===== src/gpd_pkg.sv =====
// Package for the gate pre-driver gating and clock divider block.
// Assumes a 100 MHz system clock; all counts are derived from it here.
package gpd_pkg;

  localparam int unsigned CLK_HZ       = 100_000_000;
  localparam int unsigned CLK_PERIOD_NS = 10;

  // Internal oscillator and derived clocks
  localparam int unsigned FAST_HZ      = 4_000_000;
  localparam int unsigned ALARM_HZ     = 1_000_000;
  localparam int unsigned PUMP_HZ      = 500_000;
  localparam int unsigned TEST_HZ      = 16_000;
  localparam int unsigned FAST_DIV     = CLK_HZ / FAST_HZ;
  localparam int unsigned FAST_HIGH    = FAST_DIV / 2;
  localparam int unsigned ALARM_HALF   = FAST_HZ / ALARM_HZ / 2;
  localparam int unsigned PUMP_HALF    = FAST_HZ / PUMP_HZ / 2;
  localparam int unsigned TEST_HALF    = FAST_HZ / TEST_HZ / 2;
  localparam int unsigned TICK_W       = 5;

  // Current-limit times, longest time so rounded down
  localparam int unsigned LIMIT_NOM_NS   = 8000;
  localparam int unsigned LIMIT_SHORT_NS = 4000;
  localparam int unsigned LIMIT_LONG_NS  = 16000;
  localparam int unsigned LIMIT_NOM_CYC   = LIMIT_NOM_NS / CLK_PERIOD_NS;
  localparam int unsigned LIMIT_SHORT_CYC = LIMIT_SHORT_NS / CLK_PERIOD_NS;
  localparam int unsigned LIMIT_LONG_CYC  = LIMIT_LONG_NS / CLK_PERIOD_NS;
  localparam int unsigned LIMIT_W         = 11;

  // Current-limit time select
  localparam logic [1:0] LIM_SEL_NOM   = 2'h0;
  localparam logic [1:0] LIM_SEL_SHORT = 2'h1;
  localparam logic [1:0] LIM_SEL_LONG  = 2'h2;
  localparam logic [1:0] LIM_SEL_NONE  = 2'h3;

  // Clock output select
  localparam logic [1:0] CKO_SEL_FAST = 2'h0;
  localparam logic [1:0] CKO_SEL_PUMP = 2'h1;
  localparam logic [1:0] CKO_SEL_TEST = 2'h2;

  // Inhibit reaction modes
  localparam logic INH_MODE_FOLLOW = 1'h0;
  localparam logic INH_MODE_LATCH  = 1'h1;

  localparam int unsigned NUM_PHASES = 3;

endpackage : gpd_pkg

===== src/gpd_div.sv =====
// Toggle divider: flips its output every HALF input ticks.
// Assumes i_tick is a one-cycle enable from the fast clock source.
`timescale 1ns/1ns
`default_nettype none
module gpd_div
  import gpd_pkg::*;
#(
  parameter int unsigned HALF = 2
) (
  // Clock and reset
  input  wire logic i_clk,
  input  wire logic i_rst,
  input  wire logic i_ce,
  // Control
  input  wire logic i_run,
  input  wire logic i_tick,
  // Divided clock
  output logic      o_clk
);

  localparam int unsigned CW = $clog2(HALF + 1);

  if (HALF < 1) begin : g_bad_half
    $error("gpd_div: HALF must be at least 1");
  end

  typedef struct packed {
    logic [CW-1:0] cnt;
    logic          lvl;
  } gpd_div_st_t;

  gpd_div_st_t st_r;
  gpd_div_st_t st_nxt;

  always_comb begin
    st_nxt = st_r;
    if (!i_run) begin
      st_nxt = '0;
    end else if (i_tick) begin
      if (st_r.cnt == CW'(HALF - 1)) begin
        st_nxt.cnt = '0;
        st_nxt.lvl = ~st_r.lvl;
      end else begin
        st_nxt.cnt = st_r.cnt + CW'(1);
      end
    end
  end

  always_ff @(posedge i_clk or posedge i_rst) begin
    if (i_rst) begin
      st_r <= '0;
    end else if (i_ce) begin
      st_r <= st_nxt;
    end
  end

  assign o_clk = st_r.lvl;

endmodule : gpd_div
`default_nettype wire


===== src/gpd_gate.sv =====
// Gate pre-driver gating logic with internal oscillator and clock dividers.
// Assumes gate inputs and enables are synchronous to i_clk and that the
// fault logic outside supplies the per-group enables.
`timescale 1ns/1ns
`default_nettype none
module gpd_gate
  import gpd_pkg::*;
(
  // Clock, reset, enable
  input  wire logic       i_clk,
  input  wire logic       i_rst,
  input  wire logic       i_ce,
  input  wire logic       i_por_n,
  // Fault-logic enables and status
  input  wire logic       i_gate_en_relay,
  input  wire logic [2:0] i_gate_en_phase,
  input  wire logic       i_vcc_uv,
  // Configuration
  input  wire logic       i_inhibit_mode,
  input  wire logic [1:0] i_limit_sel,
  input  wire logic [1:0] i_clk_sel,
  // Relay inputs
  input  wire logic       i_power_relay1_in,
  input  wire logic       i_power_relay2_in,
  input  wire logic       i_motor_relay_u_in,
  input  wire logic       i_motor_relay_v_in,
  input  wire logic       i_motor_relay_w_in,
  // Half-bridge inputs
  input  wire logic       i_high_side_u_in,
  input  wire logic       i_high_side_v_in,
  input  wire logic       i_high_side_w_in,
  input  wire logic       i_low_side_u_in,
  input  wire logic       i_low_side_v_in,
  input  wire logic       i_low_side_w_in,
  // Relay outputs
  output logic            o_power_relay1_out,
  output logic            o_power_relay2_out,
  output logic            o_motor_relay_u_out,
  output logic            o_motor_relay_v_out,
  output logic            o_motor_relay_w_out,
  // Half-bridge outputs
  output logic            o_high_side_u_out,
  output logic            o_high_side_v_out,
  output logic            o_high_side_w_out,
  output logic            o_low_side_u_out,
  output logic            o_low_side_v_out,
  output logic            o_low_side_w_out,
  // Drive strength and inhibit status per phase (bit 0 = U)
  output logic [2:0]      o_full_drive,
  output logic [2:0]      o_inhibit_seen,
  // Clocks
  output logic            o_sys_clock_fast,
  output logic            o_alarm_filter_clock,
  output logic            o_pump_clock,
  output logic            o_self_test_clock,
  output logic            o_selected_clock_pin
);

  typedef struct packed {
    logic [TICK_W-1:0]                osc_cnt;
    logic                             fast_lvl;
    logic                             fast_tick;
    logic [NUM_PHASES-1:0]            inh;
    logic [NUM_PHASES-1:0]            prev_hs;
    logic [NUM_PHASES-1:0]            prev_ls;
    logic [NUM_PHASES-1:0][LIMIT_W-1:0] lim_cnt;
    logic [NUM_PHASES-1:0]            full;
    logic                             cko;
  } gpd_gate_st_t;

  gpd_gate_st_t st_r;
  gpd_gate_st_t st_nxt;

  logic [2:0] hs_in;
  logic [2:0] ls_in;
  logic [2:0] hs_out;
  logic [2:0] ls_out;
  logic       relay_on;
  logic       alarm_clk;
  logic       pump_clk;
  logic       test_clk;
  logic [LIMIT_W-1:0] lim_load;

  assign hs_in    = {i_high_side_w_in, i_high_side_v_in, i_high_side_u_in};
  assign ls_in    = {i_low_side_w_in, i_low_side_v_in, i_low_side_u_in};
  assign relay_on = i_gate_en_relay;

  // Gating stays combinational so a disable from the fault logic cuts
  // the drive in the same cycle rather than one clock later.
  assign o_power_relay1_out  = i_power_relay1_in & relay_on;
  assign o_power_relay2_out  = i_power_relay2_in & relay_on;
  assign o_motor_relay_u_out = i_motor_relay_u_in & relay_on;
  assign o_motor_relay_v_out = i_motor_relay_v_in & relay_on;
  assign o_motor_relay_w_out = i_motor_relay_w_in & relay_on;

  always_comb begin
    for (int p = 0; p < NUM_PHASES; p++) begin
      hs_out[p] = i_gate_en_phase[p] & hs_in[p] & ~ls_in[p] & ~st_r.inh[p];
      ls_out[p] = i_gate_en_phase[p] & ls_in[p] & ~hs_in[p] & ~st_r.inh[p];
    end
  end

  assign o_high_side_u_out = hs_out[0];
  assign o_high_side_v_out = hs_out[1];
  assign o_high_side_w_out = hs_out[2];
  assign o_low_side_u_out  = ls_out[0];
  assign o_low_side_v_out  = ls_out[1];
  assign o_low_side_w_out  = ls_out[2];

  always_comb begin
    unique case (i_limit_sel)
      LIM_SEL_NOM:   lim_load = LIMIT_W'(LIMIT_NOM_CYC);
      LIM_SEL_SHORT: lim_load = LIMIT_W'(LIMIT_SHORT_CYC);
      LIM_SEL_LONG:  lim_load = LIMIT_W'(LIMIT_LONG_CYC);
      LIM_SEL_NONE:  lim_load = '0;
    endcase
  end

  always_comb begin
    st_nxt = st_r;
    st_nxt.fast_tick = 1'b0;
    if (!i_por_n) begin
      st_nxt.osc_cnt  = '0;
      st_nxt.fast_lvl = 1'b0;
    end else begin
      if (st_r.osc_cnt == TICK_W'(FAST_DIV - 1)) begin
        st_nxt.osc_cnt   = '0;
        st_nxt.fast_tick = 1'b1;
      end else begin
        st_nxt.osc_cnt = st_r.osc_cnt + TICK_W'(1);
      end
      // High on counts 1..FAST_HIGH so the first pulse after either reset is full width
      st_nxt.fast_lvl = (st_nxt.osc_cnt != '0) && (st_nxt.osc_cnt <= TICK_W'(FAST_HIGH));
    end

    for (int p = 0; p < NUM_PHASES; p++) begin
      // Latch mode keeps the phase off until both inputs return low;
      // a new both-high pair wins over the release in the same cycle.
      if (i_inhibit_mode == INH_MODE_LATCH) begin
        if (hs_in[p] & ls_in[p]) begin
          st_nxt.inh[p] = 1'b1;
        end else if (!hs_in[p] && !ls_in[p]) begin
          st_nxt.inh[p] = 1'b0;
        end
      end else begin
        st_nxt.inh[p] = 1'b0;
      end

      st_nxt.prev_hs[p] = hs_out[p];
      st_nxt.prev_ls[p] = ls_out[p];
      if ((hs_out[p] != st_r.prev_hs[p]) || (ls_out[p] != st_r.prev_ls[p])) begin
        st_nxt.lim_cnt[p] = lim_load;
      end else if (st_r.lim_cnt[p] != '0) begin
        st_nxt.lim_cnt[p] = st_r.lim_cnt[p] - LIMIT_W'(1);
      end
      if (i_vcc_uv) begin
        st_nxt.full[p] = 1'b0;
      end else if (i_limit_sel == LIM_SEL_NONE) begin
        st_nxt.full[p] = 1'b1;
      end else begin
        st_nxt.full[p] = (st_nxt.lim_cnt[p] != '0);
      end
    end

    unique case (i_clk_sel)
      CKO_SEL_FAST: st_nxt.cko = st_nxt.fast_lvl;
      CKO_SEL_PUMP: st_nxt.cko = pump_clk;
      CKO_SEL_TEST: st_nxt.cko = test_clk;
      default:      st_nxt.cko = st_nxt.fast_lvl;
    endcase
  end

  always_ff @(posedge i_clk or posedge i_rst) begin
    if (i_rst) begin
      st_r <= '0;
    end else if (i_ce) begin
      st_r <= st_nxt;
    end
  end

  gpd_div #(.HALF(ALARM_HALF)) u_div_alarm (
    .i_clk  (i_clk),
    .i_rst  (i_rst),
    .i_ce   (i_ce),
    .i_run  (i_por_n),
    .i_tick (st_r.fast_tick),
    .o_clk  (alarm_clk)
  );

  gpd_div #(.HALF(PUMP_HALF)) u_div_pump (
    .i_clk  (i_clk),
    .i_rst  (i_rst),
    .i_ce   (i_ce),
    .i_run  (i_por_n),
    .i_tick (st_r.fast_tick),
    .o_clk  (pump_clk)
  );

  gpd_div #(.HALF(TEST_HALF)) u_div_test (
    .i_clk  (i_clk),
    .i_rst  (i_rst),
    .i_ce   (i_ce),
    .i_run  (i_por_n),
    .i_tick (st_r.fast_tick),
    .o_clk  (test_clk)
  );

  assign o_full_drive         = st_r.full;
  assign o_inhibit_seen       = st_r.inh;
  assign o_sys_clock_fast     = st_r.fast_lvl;
  assign o_alarm_filter_clock = alarm_clk;
  assign o_pump_clock         = pump_clk;
  assign o_self_test_clock    = test_clk;
  assign o_selected_clock_pin = st_r.cko;

endmodule : gpd_gate
`default_nettype wire


===== config.mk =====
export PLATFORM = sky130hd
export DESIGN_NAME = gpd_gate
export DESIGN_NICKNAME = d
export VERILOG_FILES = /design/src/gpd_pkg.sv /design/src/gpd_div.sv /design/src/gpd_gate.sv
export SDC_FILE = /design/constraint.sdc
export NUM_CORES = 1
export LEC_CHECK = 0
export ABC_CLOCK_PERIOD_IN_PS = 3200
export CAP_MARGIN = 0
export CORE_ASPECT_RATIO = 1.4
export CORE_MARGIN = 4
export CORE_UTILIZATION = 45
export DETAILED_ROUTE_END_ITERATION = 6
export DONT_BUFFER_PORTS = 1
export PLACE_DENSITY = 0.68
export SLEW_MARGIN = 40
export SYNTH_ARGS = -nofsm -noshare
export SYNTH_HDL_FRONTEND = slang
export SYNTH_SLANG_ARGS = --single-unit

===== constraint.sdc =====
create_clock -name i_clk -period 3.2 [get_ports i_clk]
set_clock_uncertainty 0.1 [all_clocks]
set_input_delay 0.32 -clock i_clk [delete_from_list [all_inputs] [get_ports i_clk]]
set_output_delay 0.32 -clock i_clk [all_outputs]
set_load 0.02 [all_outputs]

# Yosys cells after proc, flatten, opt, wreduce, memory -nomap -nowiden
# Index checks and enable logic that the tools add are counted.
# word_totals
reg_bits,68
latch_bits,0
mem_bits_rw,0
rom_bits,0
out_inout_bits,22
word_cells,155
memories,0
# classes
add_sub_neg,7
n_mul,0
div_mod_pow,0
magnitude_cmp,1
n_eq_ne,22
n_shift,0
mux,40
n_bitwise,38
reduce_logical,28
# op_table
operator,count
11-bit 2-to-1 mux,6
11-bit nonzero test,6
11-bit one-hot mux with 4 select lines,1
11-bit by 1-bit subtractor with 11-bit output (second input constant),3
1-bit AND,26
1-bit 2-to-1 mux,20
8-bit 2-to-1 mux,2
1-bit inverter,12
5-bit 2-to-1 mux,2
3-bit 2-to-1 mux,3
3-bit by 1-bit inequality test with 1-bit output (second input constant),3
3-bit AND reduction,3
4-bit 2-to-1 mux,2
2-bit by 1-bit inequality test with 1-bit output (second input constant),4
2-bit AND reduction,4
7-bit by 1-bit adder with 7-bit output (second input constant),1
7-bit equality test (second input constant),1
7-bit 2-to-1 mux,1
2-bit by 1-bit equality test with 1-bit output (second input constant),3
2-bit equality test (second input constant),3
1-bit zero test,6
6-bit 2-to-1 mux,1
1-bit inequality test,6
5-bit by 1-bit adder with 5-bit output (second input constant),1
11 further kinds,16

# Depth between registers and ports, before layout
# Gate-level depths: netlist (run 1).
# depth
depth_word,9
mapped_depth,8
ltp_nobuf,8

# Modules after synthesis
# A second synthesis (run 1) with hierarchy kept.
# hier_totals
cells_unflattened,535
hier_area_um2,4548.1
# modules_own_cells
module,instances,cells_each,area_each_um2,seq_area_each_um2
gpd_gate,1,442,3727.3,1326.3
gpd_div (u_div_test),1,54,466.7,200.2
gpd_div (u_div_pump),1,22,207.7,100.1
gpd_div (u_div_alarm),1,17,146.4,75.1

# Worst setup path after synthesis (run 1)
# No wires, ideal clock.
# synth_path
kind,register to register
start,reg st_r[15] (netlist name)
end,reg st_r (netlist bit o_full_drive[1])
t_arrival_ps,2051
path_slack_ps,917
stages_incl_launch_ff,9
n_path_buf,0
synth_period_minus_slack_ps,2283
cell_sequence,dfrtp_1 inv_1 ha_1 or3b_1 nor3_1 mux2i_1 o2111ai_1 nor4b_1 a31oi_1
# synth_via
elab_chain_len,6
word_cells_on_any_way,7
# synth_lines
item,line,rtl
"start, declared",gpd_gate.sv:71,gpd_gate_st_t st_r;
"start signal, assigned",gpd_gate.sv:177,st_r <= st_nxt;
11-bit by 1-bit subtractor with 11-bit output / 11-bit nonzero test (equally long branches),"gpd_gate.sv:154, gpd_gate.sv:153",
11-bit 2-to-1 mux (*),gpd_gate.sv:153,end else if (st_r.lim_cnt[p] != '0) begin
11-bit 2-to-1 mux (*),gpd_gate.sv:151,if ((hs_out[p] != st_r.prev_hs[p]) || (ls_out[p] != st_r.prev_ls[p])) begin
11-bit nonzero test (*),gpd_gate.sv:161,st_nxt.full[p] = (st_nxt.lim_cnt[p] != '0);
1-bit 2-to-1 mux (*),gpd_gate.sv:158,end else if (i_limit_sel == LIM_SEL_NONE) begin
1-bit 2-to-1 mux (*),gpd_gate.sv:156,if (i_vcc_uv) begin
# Every way passes the cells marked *; elsewhere a longest branch is shown, timed or not.
# A chain may end at the register's enable or synchronous reset.

# Worst setup path in the final report (run 1)
# layout_path
start,reg st_r[26] (netlist name)
end,reg st_r (netlist bit o_full_drive[2])
# The elaborated chain is that of the path after synthesis.

==> flow_metrics.py, run 1 <==
metrics = {
    "outcome": {
        "status": "finished clean",
    },
    "grt": {
        "grt_overflow_total": 0,
        "grt_use_total_pct": 19.6,
        "use_met1_pct": 23.3,
        "grt_pass1_vias": 3934,
        "grtUsageMet3_pct": 4.24,
        "grt.busiest_layer": "met2",
        "grt_max_degree": 63,
        "grt_pass1_wl_um": 18700,
        "antenna_found_initial": 0,
        "groute.layer.met2.usage_pct": 33.8,
    },
    "logic_synthesis": {
        "synth.ff_latch_count": 68,
        "synth.largest_area_cell": "dfrtp_1",
        "synthXorXnorAreaFrac_pct": 1.17,
        "syn_avg_cell_area_um2": 8.41,
        "yosys_most_used_dff": "dfrtp_1",
        "synth-compound-area-share_pct": 23.3,
        "synth_mux_area_share_pct": 4.32,
        "mappedNetlistArea_mm2": 0.00449,
        "syn_inst": 534,
        "synth-edff-count": 0,
        "synth-simple-area-share_pct": 25.3,
        "netlist.area_leader.share_pct": 37.9,
        "synth_top_family_by_area": "simple AND/OR/NAND/NOR gates",
        "async_flop_share_pct": 100,
        "ys_types": 61,
        "ys_warn_count": 0,
        "seq_area_frac_synth_pct": 37.9,
        "synth_fa_ha_area_share_pct": 2.79,
        "netlist_top_cells_area": "dfrtp_1 (38%), o21ai_0 (6.2%), nand2_1 (4.8%)",
        "syn_nets": 569,
    },
    "clocking": {
        "clk_pin_slew_ps": 60,
        "htree_num_levels": 3,
        "numCtsBuffers": 9,
        "cts_root_buffer": "clkbuf_16",
        "insertion_delay_ps": 330,
        "postCtsSetupRepairBufs": 0,
        "cts_resized": 0,
        "clock_sinks": 68,
        "ctsLongestPathBuffers": 2,
        "cts_tree": "done",
    },
    "run": {
        "maxCapViolCount": 0,
    },
    "worst_setup_path": {
        "critPathMaxFanout": 7,
        "critical_path_class": "reg2reg",
        "r2r_start": "st_r[26]$_DFFE_PP0P_",
        "worst_setup_path_start_kind": "flip-flop",
        "worstReg2RegEnd": "o_full_drive[2]$_DFFE_PP0P_",
        "rrSetupSlack_ps": 640,
        "rr_worst_depth": 8,
        "crit_arrival_ps": 2660,
        "required_ps": 3290,
        "endpoint_kind": "flip-flop",
    },
    "timing": {
        "fin_crit_ps": 2560,
        "rsz0062_at_grt": "no",
        "slew_headroom_pct": 44.3,
        "hold_slack_ps": 15.8,
        "fin_tns_setup_ps": 0,
        "drv_slew": 0,
        "fmax_mhz": 390,
        "worstMarginPinSlew_ps": 833,
        "finalSetupViolCount": 0,
        "hold_viol": 0,
        "setup_ws_ps": 636,
        "fin_crit_sh_pct": 80.1,
    },
    "layout": {
        "antennaDiodeCount": 0,
        "syn_to_final_growth_pct": 8.89,
        "post-route-cell-area_mm2": 0.00489,
        "drive_gt1_share_pct": 8.29,
        "stdcell_count": 663,
        "nets": 561,
    },
    "placed_design": {
        "gp_congestion": 0.939,
        "place_inst": 644,
        "place_area_mm2": 0.00457,
        "port_buffers": 0,
        "hpwl_um": 7730,
        "place_ws_ps": 686,
    },
    "routing": {
        "drtIter0Drc": 246,
        "viasPerCell": 6.03,
        "wl_per_cell_um": 16.6,
        "drt_first_pass_iters": 5,
        "totalWireLength_um": 11000,
        "vias": 3995,
        "drc": 0,
        "ant_nets": 0,
    },
    "min_path": {
        "hp-start": "i_inhibit_mode",
        "hp-class": "in2reg",
        "min_path_cells": 1,
        "whs_endpoint": "o_inhibit_seen[0]$_DFFE_PP0P_",
    },
    "floorplan": {
        "dieArea_mm2": 0.0117,
        "die_h_um": 126,
        "start_util_pct": 46.7,
        "core_mm2": 0.00962,
        "rows": 42,
        "top_level_ports": 47,
        "die_w_um": 92.4,
    },
    "power_and_ir_drop": {
        "peakVddDrop_uv": 331,
        "pwr_density_cell_mw_per_mm2": 761,
        "power.leakage_uw": 0.00202,
    },
}
## flip-flops by register name, indices dropped and copies added (netlist names)
signal and flops:
u_div_test.o_clk 1, u_div_alarm.st_r 2, st_r 45, u_div_alarm.o_clk 1, u_div_pump.st_r 3, u_div_pump.o_clk 1, o_sys_clock_fast 1, o_inhibit_seen 3
o_full_drive 3, o_selected_clock_pin 1, u_div_test.st_r 7
## metrics by stage
stage                     total power [µW]  utilization, %
final                                 3720            50.8
after global routing                  4010            50.8
after CTS                             3730            50.8
after detailed placement              2730            47.5
after global placement                2690            47.5
after floorplan                       2440               -
## critical path, stage by stage (launching register included)
cell	delay, ps
dfrtp_1	430
inv_1	80
ha_1	260
nor4b_2	380
nand3_1	300
nor3_1	200
a31oi_1	80
a2111oi_0	460
a31oi_1	150
## layer usage
layer | routed length, µm | vias to the layer above
met4 | 351 | 0
met2 | 5550 | 115
met1 | 4530 | 1907
li1 | - | 1941
met5 | 0 | -
met3 | 548 | 32
## cell type report
| type | instances | area, µm² |
|---|---|---|
| fillers | 921 | 4730 |
| clock buffers | 10 | 229 |
| repair buffers | 11 | 90.1 |
| clock inverters | 6 | 63.8 |
| multi-input cells | 414 | 2560 |
| inverters | 22 | 82.6 |
| well taps | 132 | 165 |
| flip-flops and latches | 68 | 1700 |
## cells by family (layout without fill, tap and decap cells)
family                     Yosys count  in the layout
and+or+nand+nor                    214            214
AOI/OAI and AO/OA                  166            166
DFF                                 68             68
buffers and inverters               52             49
muxes                               18             18
adders and majority gates           10             10
xor gates and xnor gates             6              6
## timing repair
item,CTS,global route
endpoints found under the hold margin,30,0
endpoints found under the setup margin,0,0
hold buffers,3,0
## how the worst max path moves through the flow
stage                                    start                          end  cells past startpoint
after global placement    st_r[15]$_DFFE_PP0P_  o_full_drive[1]$_DFFE_PP0P_                      8
after floorplan           st_r[15]$_DFFE_PP0P_  o_full_drive[1]$_DFFE_PP0P_                      8
after global routing      st_r[26]$_DFFE_PP0P_  o_full_drive[2]$_DFFE_PP0P_                      8
final                     st_r[26]$_DFFE_PP0P_  o_full_drive[2]$_DFFE_PP0P_                      8
after CTS                 st_r[26]$_DFFE_PP0P_  o_full_drive[2]$_DFFE_PP0P_                      8
after detailed placement  st_r[26]$_DFFE_PP0P_  o_full_drive[2]$_DFFE_PP0P_                      8
## cells in the final DEF, fill, tap and decap left out, types with 8 or more instances in the layout
cell type	count
a21oi_1	32
a22o_1	13
a31oi_1	9
buf_4	8
clkbuf_16	9
dfrtp_1	68
ha_1	10
inv_1	21
mux2_2	11
nand2_1	57
nand2b_1	15
nand3_1	19
nor2_1	36
nor3_1	21
nor3b_1	10
o21ai_0	56
o22ai_1	8
o31ai_1	9
or3_1	8
## cells in the mapped netlist, drive strengths merged (4+ instances only)
| master | instances |
|---|---|
| dfrtp | 68 |
| mux2i | 7 |
| nor2 | 36 |
| ha | 10 |
| o21ai | 60 |
| o31ai | 10 |
| o22ai | 8 |
| nand3 | 19 |
| o2bb2ai | 5 |
| nor4bb | 4 |
| mux2 | 11 |
| a31oi | 9 |
| or3 | 8 |
| nor3b | 11 |
| nor4 | 6 |
| a21oi | 32 |
| buf | 9 |
| nand2 | 57 |
| or4 | 4 |
| and3 | 4 |
| xnor2 | 4 |
| inv | 22 |
| nand2b | 15 |
| nor3 | 21 |
| clkbuf | 21 |
| o32ai | 5 |
| nor2b | 6 |
| a22o | 13 |
| and2 | 7 |
## where the power goes
part           total (µW)  internal, µW  leakage, µW  switching [µW]
sequential           1430          1070     0.000882             360
combinational        1310           593      0.00100             721
clock                 980           603     0.000139             377
total                3720          2260      0.00202            1460
(Power assumes the default switching activity.)
==> inputs of run 2 (changes only) <==
--- a/config.mk
+++ b/config.mk
@@ -5,14 +5,15 @@
 export SDC_FILE = /design/constraint.sdc
 export NUM_CORES = 1
 export LEC_CHECK = 0
-export ABC_CLOCK_PERIOD_IN_PS = 3200
+export ABC_AREA = 1
+export ABC_CLOCK_PERIOD_IN_PS = 2200
 export CAP_MARGIN = 0
 export CORE_ASPECT_RATIO = 1.4
 export CORE_MARGIN = 4
 export CORE_UTILIZATION = 45
 export DETAILED_ROUTE_END_ITERATION = 6
 export DONT_BUFFER_PORTS = 1
-export PLACE_DENSITY = 0.68
+export PLACE_DENSITY = 0.7
 export SLEW_MARGIN = 40
 export SYNTH_ARGS = -nofsm -noshare
 export SYNTH_HDL_FRONTEND = slang
==> constraint.sdc (replaced) <==
create_clock -name i_clk -period 2.2 [get_ports i_clk]
set_clock_uncertainty 0.1 [all_clocks]
set_input_delay 0.22 -clock i_clk [delete_from_list [all_inputs] [get_ports i_clk]]
set_output_delay 0.22 -clock i_clk [all_outputs]
set_load 0.02 [all_outputs]
==> run 2 against run 1 <==
Effect of this change: cell count is 22% higher; first-iteration DRC count is 15% lower; worst hold slack better by 6.3 ps; design area is 3.8% higher; register-to-register slack worse by 480 ps; area after synthesis is 0.81% higher; non-clock buffer count is 5 higher; combinational power is 61% higher; largest cell class unchanged; largest power group is now combinational logic.
==> flow_metrics.py, run 2 <==
metrics = {
    "outcome": {
        "status": "finished clean",
    },
    "worst_setup_path": {
        "rrSetupSlack_ps": 160,
        "critical_path_class": "reg2reg",
        "endpoint_kind": "flip-flop",
        "worstSetupStartpoint": "st_r[15]$_DFFE_PP0P_",
        "rr_worst_depth": 13,
        "worstReg2RegEnd": "o_full_drive[1]$_DFFE_PP0P_",
        "cp-endpoint": "o_full_drive[1]$_DFFE_PP0P_",
        "r2r_start": "st_r[15]$_DFFE_PP0P_",
        "worst_setup_path_start_kind": "flip-flop",
        "critPathMaxFanout": 8,
        "crit_arrival_ps": 2170,
        "required_ps": 2330,
    },
    "logic_synthesis": {
        "async_flop_share_pct": 100,
        "ys_types": 37,
        "synth.largest_area_cell": "dfrtp_1",
        "synth.ff_latch_count": 68,
        "mappedNetlistArea_mm2": 0.00453,
        "syn_inst": 664,
        "synth.most_common_cell": "nand2_1",
        "netlist_top_cells_area": "dfrtp_1 (38%), nand2_1 (15%), nor2_1 (7.0%)",
        "synth-edff-count": 0,
        "seq_area_frac_synth_pct": 37.6,
        "syn_nets": 699,
        "ys_top_cells_by_count": "nand2_1 (178), nor2_1 (85), inv_1 (84)",
        "netlist.area_leader.share_pct": 37.6,
        "yosys_most_used_dff": "dfrtp_1",
        "ys_warn_count": 0,
        "syn_avg_cell_area_um2": 6.82,
    },
    "floorplan": {
        "die_w_um": 92.8,
        "dieArea_mm2": 0.0118,
        "die_h_um": 127,
        "rows": 43,
        "core_mm2": 0.00985,
        "start_util_pct": 46.0,
        "top_level_ports": 47,
    },
    "grt": {
        "grt_max_degree": 69,
        "grtUsageMet3_pct": 4.33,
        "antenna_found_initial": 0,
        "grt_pass1_wl_um": 18400,
        "grt_use_total_pct": 19.5,
        "use_met1_pct": 22.3,
        "grt.busiest_layer": "met2",
        "groute.layer.met2.usage_pct": 34.2,
        "grt_overflow_total": 0,
        "grt_pass1_vias": 4135,
    },
    "layout": {
        "syn_to_final_growth_pct": 12.1,
        "final_util_pct": 51.6,
        "final_cell_mix": "nand2_1 (178), nor2_1 (84), inv_1 (82)",
        "largest_register_ffs": 45,
        "ff_latch_area_mm2": 0.00170,
        "nets": 707,
        "nFillCells": 991,
        "antennaDiodeCount": 0,
        "top_regs": "st_r x45, u_div_test.st_r x7",
        "final_common_cell": "nand2_1",
        "multi_input_area_mm2": 0.00238,
        "regMostFlops": "st_r",
        "drive_gt1_share_pct": 10.5,
    },
    "timing": {
        "fin_tns_setup_ps": 0,
        "fin_crit_sh_pct": 92.8,
        "worstMarginPinSlew_ps": 540,
        "slew_headroom_pct": 63.8,
        "fin_crit_ps": 2040,
        "fmax_mhz": 490,
        "finalSetupViolCount": 0,
        "rsz0062_at_grt": "no",
        "hold_slack_ps": 22.1,
        "hold_viol": 0,
        "drv_slew": 0,
    },
    "routing": {
        "ant_nets": 0,
        "vias": 4263,
        "drt_first_pass_iters": 5,
        "viasPerCell": 5.25,
        "wl_per_cell_um": 13.4,
        "drc": 0,
        "totalWireLength_um": 10900,
        "drtIter0Drc": 210,
    },
    "clocking": {
        "numCtsBuffers": 9,
        "clk_pin_slew_ps": 60,
        "postCtsSetupRepairBufs": 0,
        "ctsLongestPathBuffers": 2,
        "insertion_delay_ps": 340,
        "clock_sinks": 68,
        "cts_tree": "done",
        "htree_num_levels": 3,
        "cts_root_buffer": "clkbuf_16",
    },
    "power_and_ir_drop": {
        "pwr_density_cell_mw_per_mm2": 1100,
        "power.leakage_uw": 0.00259,
        "total_power_uw": 5590,
        "peakVddDrop_uv": 573,
    },
    "placed_design": {
        "gp_congestion": 0.939,
        "port_buffers": 0,
        "hpwl_um": 8030,
    },
    "run": {
        "maxCapViolCount": 0,
    },
    "min_path": {
        "hp-class": "in2reg",
    },
}
-- run 2: how the worst min path moves through the flow --
| stage | cells after the start | endpoint | slack (ps) | start |
|---|---|---|---|---|
| detailed placement | 2 | u_div_test.st_r[5]$_DFFE_PP0P_ | 110 | i_rst |
| global route | 2 | u_div_alarm.st_r[1]$_DFFE_PP0P_ | 50 | i_ce |
| finish | 2 | o_inhibit_seen[2]$_DFFE_PP0P_ | 20 | i_low_side_w_in |
| CTS | 3 | st_r[11]$_DFFE_PP0P_ | 10 | i_ce |
| global placement | 2 | u_div_test.st_r[6]$_DFFE_PP0P_ | 110 | i_rst |
| floorplan | 2 | o_inhibit_seen[0]$_DFFE_PP0P_ | 260 | i_inhibit_mode |
-- run 2: report_power, final --
part	internal, µW	switching [µW]	leakage (µW)
Combinational	776	1330	0.00157
Clock	987	556	0.000155
Sequential	1550	382	0.000869
Total	3320	2270	0.00259
-- run 2: metrics by stage --
step	instance area [µm²]	setup slack [ps]	cells
CTS	5060	134	812
global placement	4640	197	787
floorplan	4530	168	664
global route	5080	20.9	812
finish	5080	159	812
detailed placement	4640	148	787
-- run 2: layout make-up --
| class | instances | area share (%) |
|---|---|---|
| clock buffer | 9 | 4.44 |
| clock inverter | 7 | 1.80 |
| inverter | 91 | 6.73 |
| multi-input combinational | 486 | 46.9 |
| sequential | 68 | 33.5 |
| tap | 135 | 3.33 |
| timing repair buffer | 16 | 3.25 |
-- run 2: repair_timing --
| action | 4_1_cts | 5_1_grt |
|---|---|---|
| setup endpoints to repair | 0 | 3 |
| gates resized for setup | 0 | 5 |
| hold buffers | 9 | 0 |
| hold endpoints to repair | 94 | 0 |
-- run 2: cells by family (layout without fill, tap and decap cells) --
logic type | Yosys count | count (layout) | synth area share [%]
flops | 68 | 68 | 37.6
xor+xnor | 10 | 10 | 1.93
fa+ha+maj | 10 | 10 | 2.76
buf+inv | 110 | 123 | 10.1
compound gates | 83 | 83 | 10.3
simple gates | 383 | 383 | 37.3
-- run 2: critical path, cell delays in order, from the launching register on --
cell and delay (ps):
dfrtp_1 390, inv_1 160, ha_2 250, nand2_2 90, nor2_4 170, nand2_2 130
nand2_1 100, nor2_1 40, nor2_1 130, nand2_1 70, nor2_1 100, nand3_1 80
nand2_1 70, nand2_1 50
-- run 2: routing by layer --
metal	up-vias	wire length, µm	share of wire (%)
li1	2132	-	-
met5	-	0	0
met1	1994	4470	41
met2	113	5500	51
met4	0	323	3.0
met3	24	583	5.4
